### config.mk
export PLATFORM = sky130hd
export DESIGN_NAME = shp_host_port
export DESIGN_NICKNAME = d
export VERILOG_FILES = /design/src/hdl/shp_pkg.sv /design/src/hdl/shp_host_port.sv
export VERILOG_INCLUDE_DIRS = /design/src /design/src/hdl
export SDC_FILE = /design/constraint.sdc
export NUM_CORES = 1
export LEC_CHECK = 0
export ABC_AREA = 1
export BUFFER_PORTS_ARGS = -buffer_cell sky130_fd_sc_hd__buf_2
export CAP_MARGIN = 40
export CORE_AREA = 4 4 173 175
export DETAILED_ROUTE_END_ITERATION = 16
export DIE_AREA = 0 0 177 179
export PLACE_DENSITY = 0.56
export SLEW_MARGIN = 20
export SYNTH_ARGS = -nofsm -noshare
export SYNTH_HDL_FRONTEND = slang
export SYNTH_SLANG_ARGS = --single-unit
### constraint.sdc
create_clock -name i_ref_clk -period 2.8 [get_ports i_ref_clk]
set_input_delay 0.28 -clock i_ref_clk [delete_from_list [all_inputs] [get_ports i_ref_clk]]
set_output_delay 0.28 -clock i_ref_clk [all_outputs]
set_load 0.01 [all_outputs]
### src/hdl/shp_consts.svh
// Purpose: constants of the slave host port: status fields, commands, opcodes, resets
// Assumes: 8-bit host data bus, 8-bit port 2
// Notes:   definitions only
`ifndef SHP_CONSTS_SVH
`define SHP_CONSTS_SVH

// ------------------------------------------------------------
// host_status field positions
// ------------------------------------------------------------
`define SHP_STS_OBF_BIT      0
`define SHP_STS_IBF_BIT      1
`define SHP_STS_F0_BIT       2
`define SHP_STS_CMD_BIT      3
`define SHP_STS_USER_LSB     4
`define SHP_STS_USER_MSB     7

// ------------------------------------------------------------
// port 2 bit positions
// ------------------------------------------------------------
`define SHP_P2_GATE_BIT      1
`define SHP_P2_OUT_FLAG_BIT  4
`define SHP_P2_IN_FLAG_BIT   5
`define SHP_P2_REQ_BIT       6
`define SHP_P2_ACK_BIT       7

// ------------------------------------------------------------
// host commands and CPU opcodes
// ------------------------------------------------------------
`define SHP_CMD_GATE         8'hD1
`define SHP_CMD_END          8'hFF
`define SHP_OP_EN_DMA        8'hE5
`define SHP_OP_GATE_EN       8'h33

// ------------------------------------------------------------
// reset values and buffer shape
// ------------------------------------------------------------
`define SHP_RST_BYTE         8'h00
`define SHP_RST_PORT2        8'hFF
`define SHP_RST_USER         4'h0
`define SHP_DATA_W           8
`define SHP_FIFO_DEPTH       16

`endif

### src/hdl/shp_pkg.sv
// Purpose: types of the slave host port
// Assumes: nothing
// Notes:   constants live in shp_consts.svh
package shp_pkg;

   // ------------------------------------------------------------
   // gate command sequence tracker
   // ------------------------------------------------------------
   typedef enum logic [1:0] {
      SHP_GS_IDLE  = 2'b00,
      SHP_GS_ARMED = 2'b01,
      SHP_GS_DONE  = 2'b10
   } shp_gate_state_t;

endpackage

### src/hdl/shp_host_port.sv
// Purpose: host-side buffers, status, flag/DMA pins and gate logic of a slave controller
// Assumes: host pins asynchronous to i_ref_clk; CPU-side inputs on i_ref_clk
// Notes:   host strobes must stay active at least three clock periods
`timescale 1ns/1ps
`include "shp_consts.svh"

// ------------------------------------------------------------
// output word queue
// ------------------------------------------------------------
module shp_fifo #(
   parameter int WIDTH = `SHP_DATA_W,
   parameter int DEPTH = `SHP_FIFO_DEPTH
) (
   // clock and reset
   input  wire logic             i_ref_clk,
   input  wire logic             i_rstn,
   // fill side
   input  wire logic [WIDTH-1:0] i_in_data,
   input  wire logic             i_in_valid,
   output logic                  o_in_ready,
   // drain side
   output logic      [WIDTH-1:0] o_out_data,
   output logic                  o_out_valid,
   input  wire logic             i_out_ready
);
   localparam int AW = $clog2(DEPTH);

   logic [WIDTH-1:0] mem_reg [DEPTH];
   logic [WIDTH-1:0] mem_next [DEPTH];
   logic [AW-1:0]    wr_ptr_reg;
   logic [AW-1:0]    wr_ptr_next;
   logic [AW-1:0]    rd_ptr_reg;
   logic [AW-1:0]    rd_ptr_next;
   logic [AW:0]      count_reg;
   logic [AW:0]      count_next;
   logic             push;
   logic             pop;

   function automatic logic [AW-1:0] ptr_inc(input logic [AW-1:0] p);
      ptr_inc = (p == AW'(DEPTH - 1)) ? '0 : p + AW'(1);
   endfunction

   assign o_in_ready  = (count_reg != (AW + 1)'(DEPTH));
   assign o_out_valid = (count_reg != '0);
   assign o_out_data  = mem_reg[rd_ptr_reg];
   assign push        = i_in_valid & o_in_ready;
   assign pop         = o_out_valid & i_out_ready;

   always_comb begin
      mem_next    = mem_reg;
      wr_ptr_next = wr_ptr_reg;
      rd_ptr_next = rd_ptr_reg;
      count_next  = count_reg;
      if (push) begin
         mem_next[wr_ptr_reg] = i_in_data;
         wr_ptr_next          = ptr_inc(wr_ptr_reg);
      end
      if (pop) begin
         rd_ptr_next = ptr_inc(rd_ptr_reg);
      end
      if (push & ~pop) begin
         count_next = count_reg + (AW + 1)'(1);
      end else if (pop & ~push) begin
         count_next = count_reg - (AW + 1)'(1);
      end
   end

   always_ff @(posedge i_ref_clk or negedge i_rstn) begin
      if (!i_rstn) begin
         for (int i = 0; i < DEPTH; i++) begin
            mem_reg[i] <= '0;
         end
         wr_ptr_reg <= '0;
         rd_ptr_reg <= '0;
         count_reg  <= '0;
      end else begin
         mem_reg    <= mem_next;
         wr_ptr_reg <= wr_ptr_next;
         rd_ptr_reg <= rd_ptr_next;
         count_reg  <= count_next;
      end
   end
endmodule

// Overview of operation
// - separate input buffer written by host and output buffer read by host
// - 8-bit status; move-to-status copies accumulator bits 4-7, keeps bits 0-3
// - strobes are edges; flags change only after the strobe's trailing edge
// - status updates held off while the host reads status, applied afterwards
// - flag pins are plain port pins until enable-flags executes
// - flags on: port bit 4 latch 1 shows output-full, 0 forces low
// - flags on: port bit 5 latch 1 shows inverse input-full, 0 forces low
// - DMA pins are plain port pins until enable-DMA opcode E5 executes
// - DMA mode: writing bit 6 high requests; ack with strobe or E5 clears
// - DMA mode: active-low acknowledge on bit 7 acts as a chip select; A0 still picks status or data
// - gate enable lasts until reset; port bit 1 changes only by host sequence
// - gate command D1 plus data handled without CPU; input-full never set
// - completing data write copies only data bit 1 to gate output
// - FF ending a valid sequence changes nothing; other FF sets input-full
// - drive data only while selected and reading; take data only when writing
module shp_host_port #(
   parameter logic [7:0] P_OP_EN_FLAGS = 8'h01,
   parameter logic [7:0] P_OP_MOV_STS  = 8'h02
) (
   // clock and reset
   input  wire logic       i_ref_clk,
   input  wire logic       i_rstn,
   // host bus pins
   input  wire logic       i_cs_n,
   input  wire logic       i_rd_n,
   input  wire logic       i_wr_n,
   input  wire logic       i_command_select_line,
   input  wire logic [7:0] i_host_data_buffer,
   output logic      [7:0] o_host_data_buffer,
   output logic            o_host_data_buffer_oe_n,
   // port 2 pins
   input  wire logic       i_acknowledge_port_pin_n,
   output logic      [7:0] o_port2,
   // CPU instruction strobe
   input  wire logic       i_op_valid,
   input  wire logic [7:0] i_op,
   input  wire logic [7:0] i_acc,
   input  wire logic       i_p2_wr,
   input  wire logic [7:0] i_p2_data,
   // CPU input buffer side
   input  wire logic       i_cpu_in_rd,
   output logic      [7:0] o_cpu_in_data,
   output logic            o_input_full_flag,
   output logic            o_command_data_flag,
   // CPU output buffer side
   input  wire logic [7:0] i_cpu_out_data,
   input  wire logic       i_cpu_out_valid,
   output logic            o_cpu_out_ready,
   output logic            o_output_full_flag
);
   // ------------------------------------------------------------
   // pin synchronisers
   // ------------------------------------------------------------
   logic [12:0] pin_s1_reg;
   logic [12:0] pin_s2_reg;
   logic [7:0]  db_s;
   logic        ack_n_s;
   logic        a0_s;
   logic        cs_n_s;
   logic        rd_n_s;
   logic        wr_n_s;

   always_ff @(posedge i_ref_clk or negedge i_rstn) begin
      if (!i_rstn) begin
         pin_s1_reg <= 13'h1F00;
         pin_s2_reg <= 13'h1F00;
      end else begin
         pin_s1_reg <= {i_acknowledge_port_pin_n, i_command_select_line, i_cs_n, i_rd_n,
                        i_wr_n, i_host_data_buffer};
         pin_s2_reg <= pin_s1_reg;
      end
   end

   assign {ack_n_s, a0_s, cs_n_s, rd_n_s, wr_n_s, db_s} = pin_s2_reg;

   // ------------------------------------------------------------
   // state
   // ------------------------------------------------------------
   logic                     dma_en_reg,    dma_en_next;
   logic                     flags_en_reg,  flags_en_next;
   logic                     gate_en_reg,   gate_en_next;
   logic                     gate_reg,      gate_next;
   shp_pkg::shp_gate_state_t gs_reg,        gs_next;
   logic                     drq_reg,       drq_next;
   logic [7:0]               p2_latch_reg,  p2_latch_next;
   logic [7:0]               p2_out_reg,    p2_out_next;
   logic [7:0]               in_buf_reg,    in_buf_next;
   logic [7:0]               out_buf_reg,   out_buf_next;
   logic                     ibf_reg,       ibf_next;
   logic                     obf_reg,       obf_next;
   logic                     cmd_reg,       cmd_next;
   logic [3:0]               user_reg,      user_next;
   logic                     pend_user_reg, pend_user_next;
   logic [3:0]               pend_val_reg,  pend_val_next;
   logic                     pend_clr_reg,  pend_clr_next;
   logic                     wr_seen_reg,   wr_seen_next;
   logic                     rd_seen_reg,   rd_seen_next;
   logic [7:0]               wl_data_reg,   wl_data_next;
   logic                     wl_a0_reg,     wl_a0_next;
   logic                     wl_ack_reg,    wl_ack_next;
   logic                     rl_a0_reg,     rl_a0_next;
   logic                     rl_ack_reg,    rl_ack_next;
   logic [7:0]               db_out_reg,    db_out_next;
   logic                     oe_n_reg,      oe_n_next;

   logic       ack_sel;
   logic       sel;
   logic       rd_act;
   logic       wr_act;
   logic       wr_end;
   logic       rd_end;
   logic       lock;
   logic       op_dma;
   logic       op_flags;
   logic       op_gate;
   logic       op_sts;
   logic       swallow;
   logic       ibf_clr;
   logic       fifo_pop;
   logic [7:0] fifo_data;
   logic       fifo_valid;
   logic [7:0] status;

   function automatic logic [7:0] pack_status(input logic [3:0] user, input logic cmd,
                                              input logic input_full_flag, input logic output_full_flag);
      pack_status                           = 8'h00;
      pack_status[`SHP_STS_USER_MSB:`SHP_STS_USER_LSB] = user;
      pack_status[`SHP_STS_CMD_BIT]         = cmd;
      pack_status[`SHP_STS_IBF_BIT]         = input_full_flag;
      pack_status[`SHP_STS_OBF_BIT]         = output_full_flag;
   endfunction

   // ------------------------------------------------------------
   // host strobe decode
   // ------------------------------------------------------------
   assign ack_sel  = dma_en_reg & ~ack_n_s;
   assign sel      = ~cs_n_s | ack_sel;
   assign rd_act   = sel & ~rd_n_s;
   assign wr_act   = sel & ~wr_n_s;
   // trailing edge is the end of an active strobe, so flags move only then
   assign wr_end   = wr_seen_reg & ~wr_act;
   assign rd_end   = rd_seen_reg & ~rd_act;
   assign lock     = rd_act & a0_s;
   assign op_dma   = i_op_valid & (i_op == `SHP_OP_EN_DMA);
   assign op_flags = i_op_valid & (i_op == P_OP_EN_FLAGS);
   assign op_gate  = i_op_valid & (i_op == `SHP_OP_GATE_EN);
   assign op_sts   = i_op_valid & (i_op == P_OP_MOV_STS);
   assign ibf_clr  = (i_cpu_in_rd | pend_clr_reg) & ~lock;
   // output buffer refills from the queue only when empty and unlocked
   assign fifo_pop = fifo_valid & ~obf_reg & ~lock;
   assign status   = pack_status(user_reg, cmd_reg, ibf_reg, obf_reg);

   // ------------------------------------------------------------
   // strobe latches and data bus drive
   // ------------------------------------------------------------
   always_comb begin
      wr_seen_next = wr_act;
      rd_seen_next = rd_act;
      wl_data_next = wl_data_reg;
      wl_a0_next   = wl_a0_reg;
      wl_ack_next  = wl_ack_reg;
      rl_a0_next   = rl_a0_reg;
      rl_ack_next  = rl_ack_reg;
      // latch while active; pins may already move at the trailing edge
      if (wr_act) begin
         wl_data_next = db_s;
         wl_a0_next   = a0_s;
         wl_ack_next  = ack_sel;
      end
      if (rd_act) begin
         rl_a0_next  = a0_s;
         rl_ack_next = ack_sel;
      end
      oe_n_next   = ~rd_act;
      db_out_next = a0_s ? status : out_buf_reg;
   end

   always_ff @(posedge i_ref_clk or negedge i_rstn) begin
      if (!i_rstn) begin
         wr_seen_reg <= 1'b0;
         rd_seen_reg <= 1'b0;
         wl_data_reg <= `SHP_RST_BYTE;
         wl_a0_reg   <= 1'b0;
         wl_ack_reg  <= 1'b0;
         rl_a0_reg   <= 1'b0;
         rl_ack_reg  <= 1'b0;
         oe_n_reg    <= 1'b1;
         db_out_reg  <= `SHP_RST_BYTE;
      end else begin
         wr_seen_reg <= wr_seen_next;
         rd_seen_reg <= rd_seen_next;
         wl_data_reg <= wl_data_next;
         wl_a0_reg   <= wl_a0_next;
         wl_ack_reg  <= wl_ack_next;
         rl_a0_reg   <= rl_a0_next;
         rl_ack_reg  <= rl_ack_next;
         oe_n_reg    <= oe_n_next;
         db_out_reg  <= db_out_next;
      end
   end

   // ------------------------------------------------------------
   // buffers, status and gate sequence
   // ------------------------------------------------------------
   always_comb begin
      gs_next        = gs_reg;
      gate_next      = gate_reg;
      swallow        = 1'b0;
      in_buf_next    = in_buf_reg;
      cmd_next       = cmd_reg;
      out_buf_next   = out_buf_reg;
      user_next      = user_reg;
      pend_user_next = pend_user_reg;
      pend_val_next  = pend_val_reg;
      pend_clr_next  = pend_clr_reg;
      if (wr_end && gate_en_reg) begin
         if (wl_a0_reg && wl_data_reg == `SHP_CMD_GATE) begin
            gs_next = shp_pkg::SHP_GS_ARMED;
            swallow = 1'b1;
         end else if (!wl_a0_reg && gs_reg == shp_pkg::SHP_GS_ARMED) begin
            gate_next = wl_data_reg[1];
            gs_next   = shp_pkg::SHP_GS_DONE;
            swallow   = 1'b1;
         end else if (wl_a0_reg && wl_data_reg == `SHP_CMD_END &&
                      gs_reg == shp_pkg::SHP_GS_DONE) begin
            gs_next = shp_pkg::SHP_GS_IDLE;
            swallow = 1'b1;
         end else begin
            gs_next = shp_pkg::SHP_GS_IDLE;
         end
      end
      if (wr_end && !swallow) begin
         in_buf_next = wl_data_reg;
         cmd_next    = wl_a0_reg;
      end
      // hardware set wins over a CPU clear in the same cycle
      ibf_next = (ibf_reg & ~ibf_clr) | (wr_end & ~swallow);
      obf_next = (obf_reg & ~(rd_end & ~rl_a0_reg)) | fifo_pop;
      if (fifo_pop) begin
         out_buf_next = fifo_data;
      end
      if (i_cpu_in_rd && lock) begin
         pend_clr_next = 1'b1;
      end else if (!lock) begin
         pend_clr_next = 1'b0;
      end
      if (op_sts) begin
         pend_user_next = 1'b1;
         pend_val_next  = i_acc[`SHP_STS_USER_MSB:`SHP_STS_USER_LSB];
      end
      if ((op_sts || pend_user_reg) && !lock) begin
         user_next      = op_sts ? i_acc[`SHP_STS_USER_MSB:`SHP_STS_USER_LSB]
                                 : pend_val_reg;
         pend_user_next = 1'b0;
      end
   end

   always_ff @(posedge i_ref_clk or negedge i_rstn) begin
      if (!i_rstn) begin
         gs_reg        <= shp_pkg::SHP_GS_IDLE;
         gate_reg      <= 1'b1;
         in_buf_reg    <= `SHP_RST_BYTE;
         cmd_reg       <= 1'b0;
         out_buf_reg   <= `SHP_RST_BYTE;
         ibf_reg       <= 1'b0;
         obf_reg       <= 1'b0;
         user_reg      <= `SHP_RST_USER;
         pend_user_reg <= 1'b0;
         pend_val_reg  <= `SHP_RST_USER;
         pend_clr_reg  <= 1'b0;
      end else begin
         gs_reg        <= gs_next;
         gate_reg      <= gate_next;
         in_buf_reg    <= in_buf_next;
         cmd_reg       <= cmd_next;
         out_buf_reg   <= out_buf_next;
         ibf_reg       <= ibf_next;
         obf_reg       <= obf_next;
         user_reg      <= user_next;
         pend_user_reg <= pend_user_next;
         pend_val_reg  <= pend_val_next;
         pend_clr_reg  <= pend_clr_next;
      end
   end

   // ------------------------------------------------------------
   // port 2 modes and pins
   // ------------------------------------------------------------
   always_comb begin
      dma_en_next   = dma_en_reg | op_dma;
      flags_en_next = flags_en_reg | op_flags;
      gate_en_next  = gate_en_reg | op_gate;
      p2_latch_next = i_p2_wr ? i_p2_data : p2_latch_reg;
      // a new request wins over a clear in the same cycle
      drq_next = (drq_reg & ~(op_dma | (wr_end & wl_ack_reg) | (rd_end & rl_ack_reg)))
               | (dma_en_reg & i_p2_wr & i_p2_data[`SHP_P2_REQ_BIT]);
      p2_out_next = p2_latch_reg;
      if (gate_en_reg) begin
         p2_out_next[`SHP_P2_GATE_BIT] = gate_reg;
      end
      if (flags_en_reg) begin
         p2_out_next[`SHP_P2_OUT_FLAG_BIT] = p2_latch_reg[`SHP_P2_OUT_FLAG_BIT] & obf_reg;
         p2_out_next[`SHP_P2_IN_FLAG_BIT]  = p2_latch_reg[`SHP_P2_IN_FLAG_BIT] & ~ibf_reg;
      end
      if (dma_en_reg) begin
         p2_out_next[`SHP_P2_REQ_BIT] = drq_reg;
         // acknowledge pin is an input now; keep it released high
         p2_out_next[`SHP_P2_ACK_BIT] = 1'b1;
      end
   end

   always_ff @(posedge i_ref_clk or negedge i_rstn) begin
      if (!i_rstn) begin
         dma_en_reg   <= 1'b0;
         flags_en_reg <= 1'b0;
         gate_en_reg  <= 1'b0;
         drq_reg      <= 1'b0;
         p2_latch_reg <= `SHP_RST_PORT2;
         p2_out_reg   <= `SHP_RST_PORT2;
      end else begin
         dma_en_reg   <= dma_en_next;
         flags_en_reg <= flags_en_next;
         gate_en_reg  <= gate_en_next;
         drq_reg      <= drq_next;
         p2_latch_reg <= p2_latch_next;
         p2_out_reg   <= p2_out_next;
      end
   end

   // ------------------------------------------------------------
   // CPU output queue and outputs
   // ------------------------------------------------------------
   shp_fifo #(
      .WIDTH (`SHP_DATA_W),
      .DEPTH (`SHP_FIFO_DEPTH)
   ) u_out_fifo (
      .i_ref_clk   (i_ref_clk),
      .i_rstn      (i_rstn),
      .i_in_data   (i_cpu_out_data),
      .i_in_valid  (i_cpu_out_valid),
      .o_in_ready  (o_cpu_out_ready),
      .o_out_data  (fifo_data),
      .o_out_valid (fifo_valid),
      .i_out_ready (fifo_pop)
   );

   assign o_host_data_buffer      = db_out_reg;
   assign o_host_data_buffer_oe_n = oe_n_reg;
   assign o_port2                 = p2_out_reg;
   assign o_cpu_in_data           = in_buf_reg;
   assign o_input_full_flag       = ibf_reg;
   assign o_command_data_flag     = cmd_reg;
   assign o_output_full_flag      = obf_reg;
endmodule

After elaboration in Yosys (flattened, before gate mapping)
Cells that the tools add are included.

$add $sub $neg: 4. Multipliers: 0. Divide/modulo/power cells: 0. Magnitude comparators: 3. Eq/ne operators: 12. Shift-type cells: 0. Mux-type cells: 25. Bitwise gates (word level): 57. Reduce and logical (&&, ||, !) cells: 17.

Operators by type and width (number): 128-bit bitwise mux (1); 8-bit binary-select mux with 4-bit select (1); 8-bit demux with 4-bit select (1); 8-bit two-way mux (4); 1-bit bitwise AND (28); 8-bit equality test (second input constant) (3); 1-bit NOT (17); 4-bit two-way mux (3); 5-bit >= comparator (second input constant) (2); 5-bit two-way mux (2); 4-bit NOT with 5-bit output (2); 1-bit bitwise OR (10); 1-bit logical AND (9); 1-bit two-way mux (9); 4-bit by 1-bit adder with 4-bit output (second input constant) (2); 4-bit equality test (second input constant) (2); 8-bit by 1-bit equality test with 1-bit output (second input constant) (1); 8-bit by 2-bit equality test with 1-bit output (second input constant) (1); 8-bit by 6-bit equality test with 1-bit output (second input constant) (1); 2-bit two-way mux (4); 5-bit by 1-bit adder with 5-bit output (second input constant) (1); 5-bit by 1-bit less-than comparator with 1-bit output (second input constant) (1); 5-bit != test (second input constant) (1); 5-bit nonzero test (1); other kinds (8) (11).

Register bits after elaboration: 242. Latch bits: 0. RAM bits: 0. Bits in read-only memories: 0. Input port bits: 51. Output and inout port bits: 29. Word-level logic and storage cells: 165. Memories: 0.

Longest topological paths before layout
Depth after elaboration: 12. Gate-level depth with buffers: 16.

Hierarchy
Synthesis repeated with hierarchy kept, for this count alone.

Cell total of the unflattened synthesis: 1318. Area, all modules: 11120.7 µm².

By module, submodules not included: shp_fifo (instances 1, cells each 973, area each 7344.5 µm²); shp_host_port (instances 1, cells each 345, area each 3776.1 µm²).

Worst setup path after synthesis
No wires, ideal clock.

Path type: register -> register. Start point: register u_out_fifo.count_reg[0]. End point: register u_out_fifo.count_reg[4]. Library setup time: 0.065 ns. Arrival: 2.243 ns. Required time: 2.735 ns. Path slack: 0.492 ns. Cell stages (with the launch flop): 16. Path buffers: 2. Cells stage by stage: dfrtp_1 -> nor2_2 -> nand4_4 -> nand2_4 -> inv_4 -> buf_6 -> buf_2 -> ha_1 -> inv_1 -> ha_1 -> a21oi_1 -> nor2_1 -> nor2_1 -> xor2_1 -> nand2_1 -> nand2_1.

Elaborated cells on any way between the ends: 15. Classes of those cells: 2 x add/sub; 1 x eq/ne; 2 x mux; 8 x bitwise; 2 x reduce/logical.

RTL lines: start: declaration (RTL line shp_host_port.sv:34) `logic [AW:0] count_reg;`; start signal: assignment (RTL line shp_host_port.sv:80) `count_reg <= count_next;`; 5-bit != test (*) (RTL line shp_host_port.sv:43) `assign o_in_ready = (count_reg != (AW + 1)'(DEPTH));`; named net o_cpu_out_ready (RTL line shp_host_port.sv:133) `output logic o_cpu_out_ready,`; 1-bit bitwise AND (*) (RTL line shp_host_port.sv:46) `assign push = i_in_valid & o_in_ready;`; named net u_out_fifo.push (RTL line shp_host_port.sv:36) `logic push;`; 1-bit NOT (RTL line shp_host_port.sv:63) `end else if (pop & ~push) begin`; 1-bit bitwise AND (RTL line shp_host_port.sv:63); 2-bit nonzero test (no source line).

Mark *: on every way through the listed nets, which the timed path passes. The rest lies on a longest branch. The select of a mux whose other input is x is not followed. A chain may end at the register's enable or synchronous reset.

Worst setup path in the final report
Start point: register pin_s2_reg[12]. End point: register u_out_fifo.count_reg[4].

Word-level cells in the longest chain between the ends: 11. Elaborated cells on any way between the ends: 13. Classes of those cells: 1 x mux; 11 x bitwise; 1 x reduce/logical.

RTL lines: start: declaration (RTL line shp_host_port.sv:140) `logic [12:0] pin_s2_reg;`; start signal: assignment (RTL line shp_host_port.sv:155) `pin_s2_reg <= pin_s1_reg;`; 1-bit NOT (*) (RTL line shp_host_port.sv:221) `assign ack_sel = dma_en_reg & ~ack_n_s;`; 1-bit bitwise AND (*) (RTL line shp_host_port.sv:221); 1-bit bitwise OR (*) (RTL line shp_host_port.sv:222) `assign sel = ~cs_n_s | ack_sel;`; 1-bit bitwise AND (*) (RTL line shp_host_port.sv:223) `assign rd_act = sel & ~rd_n_s;`; named net rd_act (RTL line shp_host_port.sv:193) `logic rd_act;`; 1-bit bitwise AND (*) (RTL line shp_host_port.sv:228) `assign lock = rd_act & a0_s;`; 1-bit NOT (*) (RTL line shp_host_port.sv:235) `assign fifo_pop = fifo_valid & ~obf_reg & ~lock;`; 1-bit bitwise AND (*) (RTL line shp_host_port.sv:235); 1-bit bitwise AND (*) (RTL line shp_host_port.sv:47) `assign pop = o_out_valid & i_out_ready;`; 1-bit NOT (RTL line shp_host_port.sv:61) `if (push & ~pop) begin`; 1-bit bitwise AND (RTL line shp_host_port.sv:61); 5-bit two-way mux or 2-bit nonzero test (tied branches).

Mark *: on every way through the listed nets, which the timed path passes. The rest lies on a longest branch.

==> impl_metrics.json <==
{
  "status": "complete, no violations",
  "critical_path.top_delay_family": "simple AND/OR/NAND/NOR gates",
  "core_um2": 28500,
  "cts_buffers": 28,
  "area_delta_synth_final_pct": 16.7,
  "via_count": 8332,
  "cts_max_level": 1,
  "final_layout_size_suffix_gt1_share_pct": 17.4,
  "grt_pass1_vias": 8199,
  "dr.pass1.iters": 4,
  "crit_path_start_kind": "flop",
  "multi_input_area_um2": 4050,
  "slowest_delay_ns": 0.52,
  "hold_ws_ns": 0.0277,
  "io_pins": 80,
  "r2r_start": "pin_s2_reg[12]$_DFF_PN1_",
  "die_w_um": 177,
  "clock.fmax_ghz": 0.423,
  "cts.sinks": 242,
  "grt_max_degree": 84,
  "cp.depth": 16,
  "nNetsFinal": 1442,
  "initial_core_util_pct": 39.2,
  "tns_ns": 0,
  "avgViaCountPerCell": 4.66,
  "netlist_area_um2": 11200,
  "clkTransAtPathRegs_ns": 0.06,
  "reg2reg_depth": 16,
  "cp.required_ns": 3.28,
  "p_per_area_nw_per_um2": 1030,
  "yosysSeqAreaShare_pct": 54.5,
  "drt-initial-drc-count": 501,
  "placementRows": 62,
  "finClkSkew_ns": 0.0168,
  "fin_crit_sh_pct": 84.5,
  "regArea_um2": 6090,
  "worst_path_max_delay_cell": "dfstp_2",
  "finalSetupViolations": 0,
  "die_height_um": 179,
  "cp-end-kind": "flop",
  "route.detailed.wl_per_inst_um": 14.5,
  "ys_top_cells_by_area": "dfrtp_1 (48%), nand2_1 (11%), dfstp_2 (6.6%)",
  "worstSetupStartpoint": "pin_s2_reg[12]$_DFF_PN1_",
  "min_path_type": "in2reg",
  "io_buffers": 75,
  "crit_path_end": "u_out_fifo.count_reg[4]$_DFFE_PN0P_",
  "synth.distinct_cells": 39,
  "num_antenna_cells": 0,
  "synthCells": 1296,
  "drcViolationCount": 0,
  "antenna_left": 0,
  "worstMarginPinSlew_ns": 0.770,
  "antenna_found_initial": 0,
  "rrSetupSlack_ns": 0.44,
  "synth_top_area_share_pct": 47.9,
  "fill_cells": 2795,
  "syn_nets": 1357,
  "root_buffer": "clkbuf_16",
  "clock_path_buffers": 3,
  "cpMostUsedCell": "nand2_1",
  "overflow": 0,
  "synth_top_area_cell": "dfrtp_1",
  "ctsResizeCount": 0,
  "cp_max_fo": 6,
  "avgSynthCellArea_um2": 8.62,
  "clk_latency_ns": 0.53,
  "leakage_nw": 6.55,
  "ys_ff_latch": 242,
  "min_period_ns": 2.36,
  "largest_register_ffs": 128,
  "tritoncts": "yes",
  "grt_pass1_wl_um": 42800,
  "max_cap_violations": 0,
  "worst-path-buf-inv": 3,
  "track_usage_pct": 16.6,
  "crit_type": "reg2reg",
  "relSlewSlack_pct": 48.6,
  "vdd_drop_max_uv": 667,
  "yosys_warnings": 0,
  "die_area_um2": 31700,
  "place_congestion": 0.782,
  "arrival_ns": 2.84,
  "hpwl_um": 16700,
  "drt_wl_total_um": 25800,
  "crit_chain": "inv_1, nand2_1, nand2_1, nand2_2, inv_1, nand2_1, nand2_2, ha_1, inv_1, ha_1, a21oi_1, nor2_1, nor2_1, xor2_1, nand2_1, nand2_1",
  "r2r_end": "u_out_fifo.count_reg[4]$_DFFE_PN0P_",
  "grt_setup_unrepaired": "false",
  "drv_slew": 0,
  "hold_viol": 0
}
## power breakdown
group          internal (mW)  switching [mW]
Sequential              4.66           0.501
Combinational           1.57            2.89
Clock                   2.35            1.44
## synthesized netlist by cell type (all sizes together)
cell and n:
clkinv 3, dfrtp 214, a21oi 131, o21ai 29
ha 9, o22ai 1, fa 1, o21bai 1
xor2 5, nand3 114, nand4 4, dfstp 28
clkbuf 13, a31oi 1, nor3 6, o211ai 7
xnor2 1, nor2 178, nand2 334, nand3b 1
a21boi 1, inv 162, mux2 3, buf 49
## how the worst min path moves through the flow
| stage | from | endpoint | slack, ns | cells after the start |
|---|---|---|---|---|
| floorplan | i_rstn | dma_en_reg$_DFF_PN0_ | -0.02 | 0 |
| global placement | i_rstn | u_out_fifo.count_reg[0]$_DFFE_PN0P_ | 0.33 | 1 |
| detailed placement | i_rstn | u_out_fifo.count_reg[0]$_DFFE_PN0P_ | 0.34 | 1 |
| CTS | i_acc[5] | pend_val_reg[1]$_DFF_PN0_ | 0.002 | 3 |
| global route | i_acc[6] | pend_val_reg[2]$_DFF_PN0_ | 0.02 | 3 |
| finish | i_acc[5] | pend_val_reg[1]$_DFF_PN0_ | 0.03 | 3 |
## cell families (layout without fill, tap and decap cells)
family                   after synthesis  after routing  share of synthesized area, %
AO/OA/AOI/OAI                        171            171                          9.06
XOR/XNOR                               6              6                         0.471
adder cells (fa/ha/maj)               10             10                          1.19
buffers and inverters                227            334                          9.21
flip-flops                           242            242                          54.5
multiplexers                           3              3                         0.302
AND/OR/NAND/NOR                      637            637                          25.2
## repair_timing
item | in CTS | in global routing
endpoints found under the hold margin | 90 | 0
setup endpoints to repair | 0 | 0
setup buffers | 0 | 0
hold buffers | 23 | 0
## routing by layer
layer,vias to the layer above,GRT usage (%),share of wire [%]
met5,-,0,0
met2,140,28.1,47
li1,4211,-,-
met3,32,2.09,4.0
met1,3949,23.3,47
met4,0,3.38,1.4
## worst min-delay path: stages
cell     delay, ns
buf_2         0.08
nand3_1       0.07
nand2_1       0.09
## layout make-up
type | instances | area share, %
tap | 384 | 3.69
sequential | 242 | 46.8
clock buffer | 42 | 6.48
inverter | 165 | 4.77
multi-input combinational | 827 | 31.1
clock inverter | 10 | 1.03
timing repair buffer | 117 | 6.20
## stage by stage
step	util (%)	setup WS (ns)	cell area [µm²]	total power [mW]	instances
after floorplan	-	0.492	11200	8.46	1296
after global placement	41.5	0.444	11800	9.58	1712
after detailed placement	41.5	0.421	11800	9.69	1712
after CTS	45.8	0.421	13000	13.6	1787
after global routing	45.8	0.209	13000	14.4	1787
final	45.8	0.435	13000	13.4	1787
## placed cells by master (no fill, tap or decap), types with 10 or more instances in the layout
cell type / instances
dlygate4sd3_1: 23
nand3_1: 114
buf_2: 74
o21ai_0: 27
a21oi_2: 32
nand2_8: 10
nand2_1: 317
clkbuf_16: 29
buf_4: 15
inv_1: 161
nor2_2: 19
a21oi_1: 98
dfstp_2: 28
dfrtp_1: 213
nor2_1: 159
(Power assumes the default switching activity.)
